<file path="src/hdl/gpio_pkg.sv">
// constants for the general purpose io port
package gpio_pkg;
  localparam int  PORT_W      = 8;
  localparam int  ADDR_W      = 16;
  localparam int  PAGE_LO     = 8;
  localparam int  SYSCFG_PAGE_BIT = 3;
  localparam logic [7:0] DIR_OFS  = 8'h00;
  localparam logic [7:0] DATA_OFS = 8'h01;
  localparam logic [7:0] DIR_RST  = 8'h00;
  localparam logic [7:0] DATA_RST = 8'h00;
  localparam logic [7:0] UPPER_ZERO = 8'h00;
endpackage

</file>
<file path="src/hdl/gpio_sync.sv">
// two flop synchroniser, one per pin
`timescale 1ns/10ps
module gpio_sync #(
  parameter int W = 8
) (
  input  wire logic         core_clk,
  input  wire logic         rst_b,
  input  wire logic [W-1:0] async_in,
  output logic      [W-1:0] sync_out
);
  logic [W-1:0] meta_r;
  logic [W-1:0] meta_nxt;
  logic [W-1:0] sync_r;
  logic [W-1:0] sync_nxt;

  always_comb
  begin
    meta_nxt = async_in;
    sync_nxt = meta_r;
  end

  always_ff @(posedge core_clk or negedge rst_b)
  begin
    if (!rst_b)
    begin
      meta_r <= '0;
      sync_r <= '0;
    end
    else
    begin
      meta_r <= meta_nxt;
      sync_r <= sync_nxt;
    end
  end

  assign sync_out = sync_r;
endmodule

</file>
<file path="src/hdl/gpio_port.sv">
// general purpose io port: direction and data registers, pin drive
// What this block does
// - a direction register picks input or output for every pin.
// - a data register write stores the value whatever the directions.
// - output pins drive the stored bit; input pins stay undriven.
// - a data register read returns the synchronised pin levels.
// - config bit selects 8-bit decode or requires address bits 15-8 zero.
`timescale 1ns/10ps
module gpio_port #(
  parameter int         PW   = gpio_pkg::PORT_W,
  parameter logic [7:0] BASE = 8'h00
) (
  input  wire logic              core_clk,
  input  wire logic              rst_b,
  input  wire logic [15:0]       io_addr,
  input  wire logic              io_wr,
  input  wire logic              io_rd,
  input  wire logic [PW-1:0]     io_wdata,
  output logic      [PW-1:0]     io_rdata,
  input  wire logic [7:0]        sys_cfg,
  input  wire logic [PW-1:0]     pin_in,
  output logic      [PW-1:0]     pin_out,
  output logic      [PW-1:0]     pin_oe
);
  localparam int AW = gpio_pkg::ADDR_W;
  localparam int PL = gpio_pkg::PAGE_LO;

  // widths the logic cannot serve are refused at elaboration
  if (PW < 1 || PW > gpio_pkg::PORT_W)
  begin : g_bad_width
    $error("port width must be 1 to 8");
  end

  // page compare is one byte wide against the zero constant
  if (AW - PL != $bits(gpio_pkg::UPPER_ZERO))
  begin : g_bad_page
    $error("page field must be one byte");
  end

  // both registers must sit inside one offset byte, no wrap
  if (int'(BASE) + int'(gpio_pkg::DATA_OFS) > (1 << PL) - 1)
  begin : g_bad_base
    $error("base leaves no room for the data register");
  end

  // address decode
  logic [AW-PL-1:0] addr_hi;
  logic [PL-1:0]    addr_lo;
  logic [PL-1:0]    dir_addr;
  logic [PL-1:0]    data_addr;
  logic             page_ok;
  logic             hit_dir;
  logic             hit_data;

  // qualified strobes
  logic             wr_dir;
  logic             wr_data;
  logic             rd_dir;
  logic             rd_data;

  // registers and synced pins
  logic [PW-1:0]    dir_r;
  logic [PW-1:0]    dir_nxt;
  logic [PW-1:0]    data_r;
  logic [PW-1:0]    data_nxt;
  logic [PW-1:0]    pin_sync;

  // pins are asynchronous; two flops before reads see them
  gpio_sync #(
    .W        (PW)
  ) u_sync (
    .core_clk (core_clk),
    .rst_b    (rst_b),
    .async_in (pin_in),
    .sync_out (pin_sync)
  );

  // split address into page byte and offset byte
  always_comb
  begin
    addr_hi   = io_addr[AW-1:PL];
    addr_lo   = io_addr[PL-1:0];
    dir_addr  = PL'(BASE + gpio_pkg::DIR_OFS);
    data_addr = PL'(BASE + gpio_pkg::DATA_OFS);
  end

  // any page when bit set, else upper byte must be zero
  always_comb
  begin
    page_ok = 1'b0;
    if (sys_cfg[gpio_pkg::SYSCFG_PAGE_BIT])
      page_ok = 1'b1;
    else if (addr_hi == gpio_pkg::UPPER_ZERO)
      page_ok = 1'b1;
    hit_dir  = page_ok && (addr_lo == dir_addr);
    hit_data = page_ok && (addr_lo == data_addr);
  end

  // strobes only count on a hit; misses are ignored
  always_comb
  begin
    wr_dir  = io_wr && hit_dir;
    wr_data = io_wr && hit_data;
    rd_dir  = io_rd && hit_dir;
    rd_data = io_rd && hit_data;
  end

  // direction register, cleared by reset so pins come up as inputs
  always_comb
  begin
    dir_nxt = dir_r;
    if (wr_dir)
      dir_nxt = io_wdata;
  end

  always_ff @(posedge core_clk or negedge rst_b)
  begin
    if (!rst_b)
    begin
      dir_r <= gpio_pkg::DIR_RST[PW-1:0];
    end
    else
    begin
      dir_r <= dir_nxt;
    end
  end

  // stored whatever the directions; an input pin just hides it
  always_comb
  begin
    data_nxt = data_r;
    if (wr_data)
      data_nxt = io_wdata;
  end

  always_ff @(posedge core_clk or negedge rst_b)
  begin
    if (!rst_b)
    begin
      data_r <= gpio_pkg::DATA_RST[PW-1:0];
    end
    else
    begin
      data_r <= data_nxt;
    end
  end

  // one cell per pin: drive value, enable and read bit side by side
  for (genvar gi = 0; gi < PW; gi++)
  begin : g_pin
    logic drv_r;
    logic drv_nxt;
    logic en_r;
    logic en_nxt;
    logic rd_r;
    logic rd_nxt;

    // next value, not register, so the pin moves on the write edge
    always_comb
    begin
      drv_nxt = data_nxt[gi];
    end

    always_ff @(posedge core_clk or negedge rst_b)
    begin
      if (!rst_b)
      begin
        drv_r <= gpio_pkg::DATA_RST[gi];
      end
      else
      begin
        drv_r <= drv_nxt;
      end
    end

    // enable low keeps an input pin undriven
    always_comb
    begin
      en_nxt = dir_nxt[gi];
    end

    always_ff @(posedge core_clk or negedge rst_b)
    begin
      if (!rst_b)
      begin
        en_r <= gpio_pkg::DIR_RST[gi];
      end
      else
      begin
        en_r <= en_nxt;
      end
    end

    // read bit zero unless a hit; pins lag two cycles behind
    always_comb
    begin
      rd_nxt = 1'b0;
      if (rd_dir)
        rd_nxt = dir_r[gi];
      else if (rd_data)
        rd_nxt = pin_sync[gi];
    end

    always_ff @(posedge core_clk or negedge rst_b)
    begin
      if (!rst_b)
      begin
        rd_r <= 1'b0;
      end
      else
      begin
        rd_r <= rd_nxt;
      end
    end

    assign pin_out[gi]  = drv_r;
    assign pin_oe[gi]   = en_r;
    assign io_rdata[gi] = rd_r;
  end
endmodule

</file>
<file path="config.mk">
export PLATFORM = sky130hd
export DESIGN_NAME = gpio_port
export DESIGN_NICKNAME = d
export VERILOG_FILES = /design/src/hdl/gpio_pkg.sv /design/src/hdl/gpio_sync.sv /design/src/hdl/gpio_port.sv
export SDC_FILE = /design/constraint.sdc
export NUM_CORES = 1
export LEC_CHECK = 0
export ABC_AREA = 0
export BUFFER_PORTS_ARGS = -buffer_cell sky130_fd_sc_hd__buf_2
export CAP_MARGIN = 5
export CORE_ASPECT_RATIO = 0.8
export CORE_UTILIZATION = 32
export DETAILED_ROUTE_END_ITERATION = 6
export PLACE_DENSITY = 0.69
export REMOVE_ABC_BUFFERS = 1
export SLEW_MARGIN = 20
export SYNTH_ARGS = -nofsm -noshare
export SYNTH_HDL_FRONTEND = slang
export SYNTH_HIERARCHICAL = 1
export SYNTH_SLANG_ARGS = --single-unit
</file>
<file path="constraint.sdc">
create_clock -name core_clk -period 1.06 [get_ports core_clk]
set_input_delay 0.053 -clock core_clk [delete_from_list [all_inputs] [get_ports core_clk]]
set_output_delay 0.053 -clock core_clk [all_outputs]
set_load 0.02 [all_outputs]
</file>
==> results.json <==
{
  "clock_path_buffers": 2,
  "n_antenna_cell": 0,
  "rsz0062_at_grt": "true",
  "rr_startpoint": "dir_r[3]",
  "period_minus_slack_ns": 1.18,
  "synthCells": 108,
  "fillers": 444,
  "grt.total_usage_pct": 12.5,
  "grt_pass1_wl_um": 4620,
  "netlist_area_um2": 1570,
  "path_max_fanout": 8,
  "gp_congestion": 0.635,
  "insertion_delay_ns": 0.29,
  "final_antenna_net_count": 0,
  "first_iter_violations": 20,
  "yosysUniqueCellTypes": 14,
  "whs_endpoint": "dir_r[6]",
  "clockRootBuffer": "clkbuf_8",
  "vias": 980,
  "core_um2": 4650,
  "pin_count": 68,
  "cts_inserted_buffers": 5,
  "hold_depth": 2,
  "worstSetupPathType": "input pin to register",
  "status": "finished with violations",
  "die_x_um": 80.3,
  "cts_tree": "yes",
  "rr_endpoint": "dir_r[3]",
  "timing.fmax_mhz": 846,
  "irDropWorstVdd_mv": 0.741,
  "route.detailed.drc": 0,
  "ys_ff_latch": 40,
  "setup_viol_count_final": 24,
  "p_leak_nw": 1.10,
  "dieArea_um2": 5190,
  "grt_start_max_net_pins": 41,
  "antenna_found_initial": 0,
  "required_ns": 1.23,
  "seq_area_frac_synth_pct": 63.8,
  "slew_viol_final": 0,
  "max_slew_margin_pct": 84.3,
  "cts_sinks": 40,
  "finalHoldViolCount": 0,
  "area_growth_pct": 36.2,
  "min_from": "io_wdata[6]",
  "portBuffers": 60,
  "regArea_um2": 1000,
  "initial_utilization_pct": 33.7,
  "tightest_slew_ns": 0.235,
  "fin_skew_ns": 0.00155,
  "power_mw": 3.06,
  "ys_warn_count": 6,
  "firstDrtPassIters": 3,
  "start_kind": "input pin",
  "die_h_um": 64.6,
  "cts_setup_buffers": 0,
  "maxCapViolCount": 0,
  "pwr_density_cell_nw_per_um2": 1430,
  "rrSetupSlack_ns": 0.27,
  "grt_pass1_vias": 994,
  "setup_ws_ns": -0.123,
  "postPlaceCellArea_um2": 1800,
  "holdCritPathClass": "input pin to register",
  "syn_avg_cell_area_um2": 14.5,
  "crit_path_end_kind": "register",
  "violations": "setup timing",
  "htreeDepth": 2,
  "worstPathArrival_ns": 1.36,
  "drt_wl_total_um": 2970,
  "multi_input_area_um2": 480,
  "vias_per_cell": 4.38,
  "hpwl_um": 1930,
  "routedWlPerCell_um": 13.3,
  "layout.nets": 207,
  "drive_gt1_share_pct": 58.5,
  "hold_slack_ns": 0.0125,
  "min_period_over_period_pct": 112,
  "placementRows": 22,
  "grt_remaining_overflow": 0,
  "stdcell_area_um2": 2140,
  "clk_pin_slew_ns": 0.07,
  "reg2reg_depth": 1
}
## how the worst max path moves through the flow
stage / start / to / slack [ns] / depth (start not counted)
floorplan: io_addr[13] / dir_r[0] / -0.37 / 4
global placement: io_addr[13] / dir_r[1] / -0.46 / 6
detailed placement: io_addr[9] / dir_r[4] / -0.51 / 6
CTS: io_addr[10] / dir_r[7] / -0.12 / 6
global route: io_addr[10] / dir_r[6] / -0.16 / 6
finish: io_addr[12] / dir_r[3] / -0.12 / 6
## cell usage in the layout, fill, tap and decap left out
master / n
mux2_4: 16
buf_6: 6
dfrtp_1: 40
clkbuf_1: 1
dlygate4sd3_1: 9
a21oi_2: 1
or3b_2: 1
nor2_1: 8
mux2i_1: 8
nand2_2: 1
buf_12: 1
buf_4: 2
nor3_1: 1
bufinv_16: 1
buf_2: 56
clkbuf_8: 5
nor4b_4: 1
nor4_4: 3
nand2_1: 1
nor3_2: 1
clkinv_2: 1
## registers in the layout, indices dropped and copies added (netlist names)
signal and flops:
data_r 8, dir_r 8, g_pin.rd_r 8, u_sync/meta_r 8
u_sync/sync_out 8
## kinds of logic (layout without fill, tap and decap cells)
kind of cell	after synthesis	after routing	synth area share, %
AOI/OAI and AO/OA	1	1	0.319
buffers and inverters	26	82	12.7
DFF	40	40	63.8
muxes	24	24	16.6
and+or+nand+nor	17	17	6.62
## metal layers
metal	vias to the layer above	share of wire, %	routed length, um	global-route usage (%)
met1	476	43	1280	15.0
met4	0	0.77	23	3.35
met5	-	0	0	0
met2	51	46	1380	20.1
li1	448	-	-	-
met3	5	9.7	288	5.77
## through the flow
stage	worst slack (ns)	cells	utilization (%)	setup TNS (ns)
detailed placement	-0.510	207	38.6	-10.68
floorplan	-0.373	82	-	-6.99
CTS	-0.119	224	45.6	-1.54
global route	-0.165	224	45.9	-2.13
global placement	-0.457	207	38.6	-9.63
finish	-0.123	224	45.9	-1.23
## worst max-delay path: stages
cell and delay [ns]:
buf_2 0.11, nor4_4 0.26, a21oi_2 0.13, nor4b_4 0.29, buf_6 0.20, mux2_4 0.31
## area by class of cell
class                           instances  area share (%)
Clock buffer                            6            3.40
Sequential cell                        40            46.8
Timing Repair Buffer                   74            22.1
Clock inverter                          2            1.64
Tap cell                               60            3.51
Multi-Input combinational cell         42            22.5
## repair_timing
item	4_1_cts	5_1_grt
endpoints found under the hold margin	48	0
hold buffers	9	0
resized for setup	27	3
setup endpoints to repair	24	24
pin swaps	6	5
## cell usage after synthesis
master    number  area, um2
a21oi_1        1       5.00
buf_4         24        180
buf_8          1       15.0
clkbuf_1       1       3.75
dfrtp_1       40       1000
mux2_2        16        180
mux2i_1        8       80.1
nand2_1        2       7.51
nor2_1         8       30.0
nor3_1         1       5.00
nor3_2         1       10.0
nor4_1         3       18.8
nor4b_4        1       23.8
or3b_2         1       8.76
## power breakdown
group / internal (mW) / leakage (nW) / total (mW) / switching, mW
Clock: 0.698 / 0.0552 / 1.20 / 0.505
Combinational: 0.146 / 0.529 / 0.271 / 0.125
Sequential: 1.57 / 0.520 / 1.59 / 0.0185
Total: 2.42 / 1.10 / 3.06 / 0.649
No activity file was read; power rests on OpenSTA's default activity.
